**config.mk**
```make
export PLATFORM = sky130hd
export DESIGN_NAME = channel_mode_control
export DESIGN_NICKNAME = d
export VERILOG_FILES = /design/src/design/relay_ctrl_pkg.sv /design/src/design/channel_mode_control.sv /design/src/design/pin_synchronizer.sv /design/src/design/shutdown_timer.sv
export SDC_FILE = /design/constraint.sdc
export NUM_CORES = 1
export LEC_CHECK = 0
export CAP_MARGIN = 5
export CORE_ASPECT_RATIO = 1.4
export CORE_MARGIN = 1
export CORE_UTILIZATION = 35
export DETAILED_ROUTE_END_ITERATION = 8
export DONT_BUFFER_PORTS = 1
export HOLD_SLACK_MARGIN = 0.06
export PLACE_DENSITY_LB_ADDON = 0.15
export SYNTH_ARGS = -nofsm -noshare
export SYNTH_HDL_FRONTEND = slang
export SYNTH_SLANG_ARGS = --single-unit
```
**constraint.sdc**
```tcl
create_clock -name clock -period 2.9 [get_ports clock]
set_input_delay 0.435 -clock clock [delete_from_list [all_inputs] [get_ports clock]]
set_output_delay 0.435 -clock clock [all_outputs]
set_load 0.02 [all_outputs]
```
**src/design/relay_ctrl_pkg.sv**
```systemverilog
// Purpose: Shared constants and types of the eight-channel relay control
// Assumes: 40 MHz system clock; mode and source fields two bits per channel
// Notes:   Cycle counts derive from printed times; least times round up
package relay_ctrl_pkg;

    localparam int CHANNELS = 8;
    localparam int SOURCES  = 4;
    localparam int MODE_W   = 2;
    localparam int SRC_W    = 2;
    localparam int FIELD_W  = CHANNELS * MODE_W;
    localparam int CLOCK_MHZ = 40;

    // Channel operating modes as written by the serial command path
    typedef enum logic [1:0] {
        MODE_OFF         = 2'h0,
        MODE_ON          = 2'h1,
        MODE_DIRECT      = 2'h2,
        MODE_FAULT_RESET = 2'h3
    } channel_mode_type;

    // Device phase, one-hot
    typedef enum logic [3:0] {
        PH_RESET = 4'h1,
        PH_WAKE  = 4'h2,
        PH_RUN   = 4'h4,
        PH_HOLD  = 4'h8
    } phase_type;

    // Reset wake delay is a longest time: round down
    localparam int RESET_WAKE_DELAY_US = 200;
    localparam int RESET_WAKE_CYCLES   = RESET_WAKE_DELAY_US * CLOCK_MHZ;

    // Overload shut-down delays are least times: round up
    localparam int OVERLOAD_DELAY_LONG_NS  = 11000;
    localparam int OVERLOAD_DELAY_SHORT_NS = 1500;
    localparam int OVERLOAD_LONG_CYCLES =
        (OVERLOAD_DELAY_LONG_NS * CLOCK_MHZ + 999) / 1000;
    localparam int OVERLOAD_SHORT_CYCLES =
        (OVERLOAD_DELAY_SHORT_NS * CLOCK_MHZ + 999) / 1000;
    localparam int TIMER_W = 10;
    localparam logic [TIMER_W-1:0] LONG_LIMIT =
        TIMER_W'(OVERLOAD_LONG_CYCLES - 1);
    localparam logic [TIMER_W-1:0] SHORT_LIMIT =
        TIMER_W'(OVERLOAD_SHORT_CYCLES - 1);

    // Values after reset
    localparam logic [FIELD_W-1:0] MODE_RESET_ALL = 16'hFFFF;
    localparam logic [FIELD_W-1:0] MODE_OFF_ALL   = 16'h0000;
    localparam logic [FIELD_W-1:0] SOURCE_RESET   = 16'hE4E4;

endpackage : relay_ctrl_pkg

```
**src/design/channel_mode_control.sv**
```systemverilog
// Purpose: Mode, source and protection control of eight relay channels
// Assumes: Mode and source writes come from the serial logic on this clock;
//          pins and analog detect flags are asynchronous
// Notes:   Every output is a flip-flop
//          Wake delay is a parameter so a bench may shorten it
//
// Notes on behaviour
// - After supply start-up, all eight channel modes load off.
// - Reset pin low forces all registers to defaults, minimum current.
// - All channels in fault-reset enter low-power hold, like a reset.
// - Per-channel source field picks one of four direct control pins.
// - An open direct control pin reads inactive; its channels stay off.
// - Outputs held in fault-reset during reset; off mode on release.
// - No turn-on while the channel clamps; allowed once clamping ends.
// - Output follows serial on/off bits, or selected pin in direct mode.
// - In direct mode pin high acts as on, pin low as off.
// - Device operational within 200 us after reset release; the code takes WAKE_CYCLES + 1 edges, 8001 at 40 MHz.
// - Persistent overload switches channel off and latches overload.
// - After overload, off until fault-reset clears it, then new command.
// - Overheating switches the channel off and latches overtemperature.
// - After overtemperature, off until fault-reset then a fresh on.
// - Only low overload threshold exceeded: long shut-down delay.
// - High overload threshold exceeded: short shut-down delay.
// - Fault-reset channel: output off, no diag currents, flags clear.
// - Serial data output released when chip select high or reset low.
`timescale 1ns/1ps
`default_nettype none
module channel_mode_control
    import relay_ctrl_pkg::*;
#(
    parameter int WAKE_CYCLES = RESET_WAKE_CYCLES // Reset wake delay
) (
    input  wire logic                clock,           // 40 MHz clock
    input  wire logic                rstn,            // Power-on reset, low
    input  wire logic                reset_pin_n,     // Reset pin, low
    input  wire logic                chip_select_n,   // Chip select pin, low
    input  wire logic [SOURCES-1:0]  direct_ctrl_pin, // Pins 1 to 4
    input  wire logic                mode_wr,         // Mode write strobe
    input  wire logic [FIELD_W-1:0]  mode_wr_data,    // Two bits a channel
    input  wire logic                source_wr,       // Source write strobe
    input  wire logic [FIELD_W-1:0]  source_wr_data,  // Two bits a channel
    input  wire logic [CHANNELS-1:0] overload_low,    // Low threshold hit
    input  wire logic [CHANNELS-1:0] overload_high,   // High threshold hit
    input  wire logic [CHANNELS-1:0] overheat,        // Thermal trip level
    input  wire logic [CHANNELS-1:0] clamping,        // Output clamping
    output logic      [CHANNELS-1:0] gate_on,         // Output stage on
    output logic      [CHANNELS-1:0] overload_flag,   // Latched overload
    output logic      [CHANNELS-1:0] overheat_flag,   // Latched overheat
    output logic      [CHANNELS-1:0] diag_current_en, // Diagnosis currents
    output logic      [FIELD_W-1:0]  mode_state,      // Current modes
    output logic      [FIELD_W-1:0]  input_source_select, // Pin choice
    output logic                     low_power_hold,  // Hold state
    output logic                     operational,     // Commands accepted
    output logic                     so_oe_n          // Serial out enable
);

    // Synchronised copies of the asynchronous inputs
    logic                reset_pin_sync;
    logic                chip_select_sync;
    logic [SOURCES-1:0]  pin_sync;
    logic [CHANNELS-1:0] ovl_low_sync;
    logic [CHANNELS-1:0] ovl_high_sync;
    logic [CHANNELS-1:0] overheat_sync;
    logic [CHANNELS-1:0] clamp_sync;

    // Phase and control
    phase_type           phase;
    phase_type           next_phase;
    logic [31:0]         wake_count;
    logic                all_fault_reset;
    logic                in_reset;
    logic [CHANNELS-1:0] want_on;
    logic [CHANNELS-1:0] in_fault_reset;
    logic [CHANNELS-1:0] ovl_expired;
    logic [CHANNELS-1:0] next_gate;
    logic [CHANNELS-1:0] ovl_set;
    logic [CHANNELS-1:0] ot_set;

    // Pin reset idles high, chip select idles high
    pin_synchronizer #(
        .WIDTH       (2),
        .RESET_VALUE (2'h3)
    ) sync_ctrl (
        .clock (clock),
        .rstn  (rstn),
        .async ({reset_pin_n, chip_select_n}),
        .sync  ({reset_pin_sync, chip_select_sync})
    );

    // Direct pins settle low, like the pad pull-down of an open pin
    pin_synchronizer #(
        .WIDTH       (SOURCES),
        .RESET_VALUE (4'h0)
    ) sync_pins (
        .clock (clock),
        .rstn  (rstn),
        .async (direct_ctrl_pin),
        .sync  (pin_sync)
    );

    // Analog detect flags, all four kinds in one group
    pin_synchronizer #(
        .WIDTH       (4 * CHANNELS),
        .RESET_VALUE (32'h0000_0000)
    ) sync_detect (
        .clock (clock),
        .rstn  (rstn),
        .async ({overload_low, overload_high, overheat, clamping}),
        .sync  ({ovl_low_sync, ovl_high_sync, overheat_sync, clamp_sync})
    );

    // Either reset source forces defaults
    // The pin reset acts two edges late, behind its synchroniser
    assign in_reset = !rstn || !reset_pin_sync;

    // Per-channel decode of the mode field
    // Shared by the command decode of all eight channel slices
    function automatic channel_mode_type mode_of(
        input logic [FIELD_W-1:0] field,
        input int                 ch
    );
        mode_of = channel_mode_type'(field[ch*MODE_W +: MODE_W]);
    endfunction : mode_of

    // Per-channel decode of the source field
    function automatic logic selected_pin(
        input logic [FIELD_W-1:0] field,
        input logic [SOURCES-1:0] pins,
        input int                 ch
    );
        selected_pin = pins[field[ch*SRC_W +: SRC_W]];
    endfunction : selected_pin

    // Channel command decode
    for (genvar ch = 0; ch < CHANNELS; ch++) begin : g_decode
        assign in_fault_reset[ch] =
            (mode_of(mode_state, ch) == MODE_FAULT_RESET);
        // Pin high is an on command, low an off command
        assign want_on[ch] =
            (mode_of(mode_state, ch) == MODE_ON) ||
            ((mode_of(mode_state, ch) == MODE_DIRECT) &&
             selected_pin(input_source_select, pin_sync, ch));
    end

    assign all_fault_reset = &in_fault_reset;

    // Phase sequencing: reset, wake interval, run, low-power hold
    always_comb begin
        next_phase = phase;
        unique case (phase)
            PH_RESET: next_phase = PH_WAKE;
            PH_WAKE: begin
                if (wake_count >= 32'(WAKE_CYCLES - 1)) begin
                    next_phase = PH_RUN;
                end
            end
            PH_RUN: begin
                if (all_fault_reset) begin
                    next_phase = PH_HOLD;
                end
            end
            PH_HOLD: begin
                if (!all_fault_reset) begin
                    next_phase = PH_RUN;
                end
            end
            default: next_phase = PH_RESET;
        endcase
    end

    // Phase register
    // Leaving hold is not timed here; the host keeps the standby delay
    always_ff @(posedge clock) begin
        if (in_reset) begin
            phase <= PH_RESET;
        end else begin
            phase <= next_phase;
        end
    end

    // Wake interval counter, only runs in the wake phase
    // Wide enough for any wake parameter without a wrap
    always_ff @(posedge clock) begin
        if (in_reset || phase != PH_WAKE) begin
            wake_count <= '0;
        end else begin
            wake_count <= wake_count + 32'd1;
        end
    end

    // Mode register: fault-reset while in reset, off on release.
    // Writes during the wake interval are dropped, not queued.
    always_ff @(posedge clock) begin
        if (in_reset) begin
            mode_state <= MODE_RESET_ALL;
        end else if (phase == PH_RESET) begin
            mode_state <= MODE_OFF_ALL;
        end else if (mode_wr && (phase == PH_RUN || phase == PH_HOLD)) begin
            mode_state <= mode_wr_data;
        end
    end

    // Source selection: defaults in reset and on entry to hold
    // A write in the hold-entry cycle is lost; the default wins
    always_ff @(posedge clock) begin
        if (in_reset) begin
            input_source_select <= SOURCE_RESET;
        end else if (phase == PH_RUN && next_phase == PH_HOLD) begin
            input_source_select <= SOURCE_RESET;
        end else if (source_wr && (phase == PH_RUN || phase == PH_HOLD)) begin
            input_source_select <= source_wr_data;
        end
    end

    // Overload delay timers, one per channel
    // Timers only run while the stage is on, so an off channel never trips
    for (genvar ch = 0; ch < CHANNELS; ch++) begin : g_timer
        shutdown_timer timer (
            .clock      (clock),
            .rstn       (!in_reset),
            .active     (gate_on[ch] &&
                         (ovl_low_sync[ch] || ovl_high_sync[ch])),
            .high_level (ovl_high_sync[ch]),
            .expired    (ovl_expired[ch])
        );
    end

    // Fault events: overload after its delay; overheat while on or clamping
    // Overheat while off and not clamping leaves no entry, only blocks
    assign ovl_set = ovl_expired & gate_on;
    assign ot_set  = overheat_sync & (gate_on | clamp_sync);

    // Latched faults: an event in the clearing cycle wins over the clear
    // The pin reset clears them as well, like all registers but so_oe_n and the synchronisers
    always_ff @(posedge clock) begin
        if (in_reset) begin
            overload_flag <= '0;
            overheat_flag <= '0;
        end else begin
            overload_flag <= ovl_set |
                (overload_flag & ~in_fault_reset);
            overheat_flag <= ot_set |
                (overheat_flag & ~in_fault_reset);
        end
    end

    // A latched fault only clears in fault-reset mode, where the command
    // is off, so turning on again always needs a later command.
    assign next_gate = want_on & ~overload_flag & ~overheat_flag &
                       ~ovl_set & ~ot_set & ~overheat_sync &
                       (gate_on | ~clamp_sync) &
                       {CHANNELS{phase == PH_RUN}};

    // Output stages
    always_ff @(posedge clock) begin
        if (in_reset) begin
            gate_on <= '0;
        end else begin
            gate_on <= next_gate;
        end
    end

    // Diagnosis currents only outside fault-reset and hold
    // Wake and hold keep them off to hold the supply current minimal
    always_ff @(posedge clock) begin
        if (in_reset) begin
            diag_current_en <= '0;
        end else if (phase == PH_RUN) begin
            diag_current_en <= ~in_fault_reset;
        end else begin
            diag_current_en <= '0;
        end
    end

    // Status outputs
    always_ff @(posedge clock) begin
        if (in_reset) begin
            low_power_hold <= 1'b0;
            operational    <= 1'b0;
        end else begin
            low_power_hold <= (next_phase == PH_HOLD);
            operational    <= (next_phase == PH_RUN) ||
                              (next_phase == PH_HOLD);
        end
    end

    // Serial output released unless selected and out of reset
    // The pin reset reaches it through the sync chain, not in_reset
    always_ff @(posedge clock) begin
        if (!rstn) begin
            so_oe_n <= 1'b1;
        end else begin
            so_oe_n <= chip_select_sync || !reset_pin_sync;
        end
    end

endmodule : channel_mode_control
`default_nettype wire

```
**src/design/pin_synchronizer.sv**
```systemverilog
// Purpose: Two-stage synchroniser for a group of asynchronous inputs
// Assumes: Single system clock, synchronous active-low reset
// Notes:   First stage feeds only the second stage
`timescale 1ns/1ps
`default_nettype none
module pin_synchronizer #(
    parameter int               WIDTH       = 1,
    parameter logic [WIDTH-1:0] RESET_VALUE = '0
) (
    input  wire logic             clock, // System clock
    input  wire logic             rstn,  // Synchronous reset, active low
    input  wire logic [WIDTH-1:0] async, // Asynchronous inputs
    output logic      [WIDTH-1:0] sync   // Synchronised copy
);

    logic [WIDTH-1:0] stage_one;

    // Reset to the idle level so nothing is seen before two edges
    always_ff @(posedge clock) begin
        if (!rstn) begin
            stage_one <= RESET_VALUE;
            sync      <= RESET_VALUE;
        end else begin
            stage_one <= async;
            sync      <= stage_one;
        end
    end

endmodule : pin_synchronizer
`default_nettype wire

```
**src/design/shutdown_timer.sv**
```systemverilog
// Purpose: Overload shut-down delay of one channel
// Assumes: Detect inputs already synchronised
// Notes:   Restarts from zero whenever the overload condition drops
`timescale 1ns/1ps
`default_nettype none
module shutdown_timer
    import relay_ctrl_pkg::*;
(
    input  wire logic clock,      // System clock
    input  wire logic rstn,       // Synchronous clear, active low
    input  wire logic active,     // Channel on and overload seen
    input  wire logic high_level, // High threshold exceeded
    output logic      expired     // Delay elapsed, level while active
);

    logic [TIMER_W-1:0] count;
    logic [TIMER_W-1:0] limit;

    // High threshold picks the short delay
    assign limit = high_level ? SHORT_LIMIT : LONG_LIMIT;

    // Count while overload persists, restart when it drops
    always_ff @(posedge clock) begin
        if (!rstn || !active) begin
            count <= '0;
        end else if (count != '1) begin
            count <= count + TIMER_W'(1);
        end
    end

    // Registered terminal flag
    always_ff @(posedge clock) begin
        if (!rstn || !active) begin
            expired <= 1'b0;
        end else begin
            expired <= (count >= limit);
        end
    end

endmodule : shutdown_timer
`default_nettype wire

```
### After elaboration in Yosys (flattened, before gate mapping)

Cells that the tools add are included.

| storage, ports and cells | value |
|---|---|
| register bits after elaboration | 267 |
| input bits | 74 |
| output and inout bits | 67 |

| operators by class | value |
|---|---|
| add/sub/neg operators | 9 |
| magnitude comparators | 17 |
| equal/unequal tests | 39 |
| mux-type cells | 30 |
| bitwise gates (word level) | 23 |
| reductions and logical operators | 62 |

Operator list:

| cell | number |
|---|---|
| $and 8x8->8 | 11 |
| $add 10x1->10 const B | 8 |
| $ge 10x10->1 | 8 |
| $ne 10x10->1 const B | 8 |
| $mux 9 | 8 |
| $not 8->8 | 7 |
| $add 32x1->32 const B | 1 |
| $eq 2x2->1 const B | 16 |
| $ge 32x13->1 const B | 1 |
| $mux 16 | 2 |
| $or 8x8->8 | 4 |
| $logic_or 1x1->1 | 29 |
| $lt 2x3->1 const B | 8 |
| $logic_and 1x1->1 | 19 |
| $bmux 1 s2 | 8 |
| $eq 2x1->1 const B | 8 |
| $pmux 4 s4 | 1 |
| $mux 4 | 3 |
| $logic_not 1->1 | 10 |
| $eq 4x3->1 const B | 2 |
| $eq 4x4->1 const B | 2 |
| $mux 1 | 8 |
| $reduce_and 8->1 | 1 |
| $eq 4x1->1 const B | 1 |
| other kinds (5) | 6 |

### Depth between registers and ports, before layout

| depth | value |
|---|---|
| depth after elaboration | 11 |
| gate-level depth with buffers | 6 |

### Modules after synthesis

Synthesis repeated with hierarchy kept, for this count alone.

| second synthesis, totals | value |
|---|---|
| cells, all modules | 1236 |
| area, all modules | 11773.8 um^2 |

By module, submodules not included:

| module | times used | cells an instance | area an instance (um^2) |
|---|---|---|---|
| shutdown_timer | 8 | 69 | 644.4 |
| channel_mode_control | 1 | 526 | 4511.8 |
| pin_synchronizer at sync_detect | 1 | 134 | 1791.7 |
| pin_synchronizer at sync_pins | 1 | 16 | 210.2 |
| pin_synchronizer at sync_ctrl | 1 | 8 | 105.1 |

### Worst setup path after synthesis

No wires, ideal clock.

| path | value |
|---|---|
| path type | reg-to-reg |
| start | register wake_count[0] |
| end | register wake_count[16] |
| setup time | 70 ps |
| arrival time | 1879 ps |
| required time | 2830 ps |
| slack | 951 ps |
| cell stages (with the launch flop) | 7 |
| path buffers | 1 |
| period minus slack after synthesis | 1949 ps |
| cells stage by stage | dfxtp_1 ha_1 nand3_2 or4_4 clkbuf_1 or3_1 a21oi_1 |

| between the ends | value |
|---|---|
| cells in the longest elaborated chain, start to end | 1 |

Ends and longest elaborated chain:

| element | line | RTL |
|---|---|---|
| start, declared | channel_mode_control.sv:69 | `logic [31:0] wake_count;` |
| start signal, assigned | channel_mode_control.sv:187 | `wake_count <= wake_count + 32'd1;` |
| $add 32x1->32 | channel_mode_control.sv:187 |  |

No other way between the ends.
A chain may end at the register's enable or synchronous reset.

### Worst setup path after layout

| path | value |
|---|---|
| start | register wake_count[8] |
| end | register wake_count[17] |

Same word-level chain as after synthesis.

==> out/metrics.cfg <==
[status]
status = finished clean

[placement]
gp_congestion = 0.781
io_buffers = 0
post-place-ws_ns = 0.695
placed_area_mm2 = 0.0113
dp.cells = 1502
hpwlAfterDp_mm = 18.5

[critical_path]
worstPathRequired_ns = 3.38
critPathMostFrequentCell = or4_1
cp_top_family = simple AND/OR/NAND/NOR gates
cp-end-kind = flip-flop
path_max_fanout = 18
crit_path_start_kind = flip-flop
crit_chain = nand4_2 > or4_1 > or4_1 > a21oi_1
crit_buf_inv = 0
worstSetupPathType = reg2reg
critPathArrivalTime_ns = 2.70
cpMaxStageDelayCell = or4_1
worst_path_largest_cell_delay_ns = 0.81

[synth]
synth.top_cells.by_count = dfxtp_1 (267), nor2_1 (87), and2_1 (80), nand2_1 (80), a21oi_1 (72)
synthArstFlopShare_pct = 0
synth_top_cell_by_area = dfxtp_1
synth_most_common_cell = dfxtp_1
synth_edf_count = 0
synth_area_mm2 = 0.0109
synth-seq-area-share_pct = 48.9
ys_top_cells_by_area = dfxtp_1 (49%), ha_1 (4.7%), and2_1 (4.6%)
yosysUniqueCellTypes = 54
synthFlopType = dfxtp_1
synth_seq_cells = 267
synthesis.instances = 1141
syn_area_per_cell_um2 = 9.58
synth_nets = 1256
yosys.area.top_type_share_pct = 48.9
ys.warnings.count = 0

[clocking]
cts_sinks = 267
clk_pin_slew_ns = 0.06
clk_latency_ns = 0.55
cts_tree = yes
clockBufferDepth = 3
h-tree-depth = 1
cts-root-buf = clkbuf_16
cts_buffers = 28

[drt]
routed_wl_mm = 26.9
num_vias = 8522
drt-wirelength-per-cell_um = 16.5
ant_nets = 0
route.detailed.drc = 0
drt_iter0_markers = 394
dr.pass1.iters = 4
via_per_inst = 5.24

[sta]
hold_viol = 0
finalSetupViolCount = 0
slew-limit-headroom_pct = 34.9
tns_ns = 0
whs_ns = 0.203
rsz0062_at_grt = no
slew_viol_final = 0
max_freq_ghz = 0.450
setup_ws_ns = 0.679
post-route-min-period_ns = 2.22
clock-skew-final_ns = 0.0150
period_share_pct = 76.6
worst_pin_slew_ns = 0.972

[global_routing]
grt_max_degree = 76
grt_use_total_pct = 17.0
grt.overflow.total = 0
antenna_found_initial = 1
grt_pass1_wl_mm = 43.0
grt_pass1_vias = 8260

[floorplan]
core_area_mm2 = 0.0307
die_area_mm2 = 0.0319
start_util_pct = 35.6
die_h_um = 211
boundaryPins = 141
die_x_um = 151
rows = 76

[power_and_ir_drop]
power.total_mw = 8.25
worst_ir_drop_vdd_uv = 411
power.density_mw_per_mm2 = 629
power.leakage_nw = 4.86

[layout]
syn_to_final_growth_pct = 20.1
fin_area_mm2 = 0.0131
drive_above_1_share_pct = 7.04
layout.nets = 1329
final_cells = 1627
post-route-util_pct = 42.7

[hold_path]
hold_path_class = in2reg

[flow_run]
maxCapViolCount = 0

==> power breakdown <==
group | internal (mW) | total, mW | switching, mW
clock network | 2.46 | 4.01 | 1.55
registers | 3.75 | 3.91 | 0.156
logic | 0.182 | 0.336 | 0.154
==> cells in the final DEF, fill, tap and decap left out, types with 9 or more instances in the layout <==
master and count:
dfxtp_1 267, nor2_1 87, and2_1 80, nand2_1 80, a21oi_1 72, dlygate4sd3_1 71
nor3_1 51, nand3_1 41, ha_1 41, clkbuf_16 29, mux2i_1 28, xor2_1 27
inv_1 24, o21ai_0 23, nand4_1 21, o31ai_1 20, xnor2_1 18, nor4_1 17
and3_1 17, a31oi_1 16, a221o_1 16, nand2b_1 15, a211oi_1 14, or4_1 14
or3_1 12, o2111ai_1 11, o21a_1 10, nor2b_1 10, buf_4 9
==> repair_timing <==
| item | 4_1_cts | 5_1_grt |
|---|---|---|
| hold buffers | 72 | 0 |
| endpoints found under the hold margin | 108 | 0 |
| resized for setup | 0 | 0 |
| buffers inserted | 0 | 0 |
==> worst register-to-register path: stages (launching register included) <==
cell and delay (ns):
dfxtp_1 0.43, nand4_2 0.19, or4_1 0.82, or4_1 0.57, a21oi_1 0.15
==> layer usage <==
metal,up-vias,global-route usage [%],wire length (um)
met5,-,0,0
met4,0,5.93,694
met3,46,2.87,1190
met2,161,30.1,13500
met1,4018,20.5,11500
li1,4297,-,-
==> path summary, 6_finish.rpt <==
kind                             to                   start  slack (ns)  cells past startpoint
setup / recovery     wake_count[17]           wake_count[8]        0.68                      4
hold / removal    sync_ctrl.sync[1]                    rstn        0.20                      2
setup reg to reg     wake_count[17]           wake_count[8]        0.68                      4
hold reg to reg   sync_ctrl.sync[1]  sync_ctrl.stage_one[1]        0.41                      1
==> kinds of logic (layout without fill, tap and decap cells) <==
kind of cell             after synthesis  count (layout)  synth area share, %
AND/OR/NAND/NOR                      465             465                 22.4
multiplexers                          43              43                 4.93
XOR/XNOR                              45              45                 3.61
other                                  0               1                    0
adder cells (fa/ha/maj)               41              41                 4.69
AO/OA/AOI/OAI                        218             218                 13.3
flip-flops                           267             267                 48.9
buffers and inverters                 62             157                 2.15
==> cell type report <==
cell class              instances  area, um^2
well taps                     390         488
multi-input cells             812        5350
flip-flops and latches        267        5350
clock buffers                  33         781
clock inverters                19         260
fillers                      2970       17600
repair buffers                 81         806
diodes                          1        2.50
inverters                      24        90.1
==> state kept, by name (all words and copies together) (netlist names) <==
signal                 count
diag_current_en            8
g_timer.timer.count       80
g_timer.timer.expired      8
gate_on                    8
input_source_select       16
low_power_hold             1
mode_state                16
operational                1
overheat_flag              8
overload_flag              8
phase                      4
so_oe_n                    1
sync_ctrl.stage_one        2
sync_ctrl.sync             2
sync_detect.stage_one     32
sync_detect.sync          32
sync_pins.stage_one        4
sync_pins.sync             4
wake_count                32
Power figures use the tool's default switching activity.
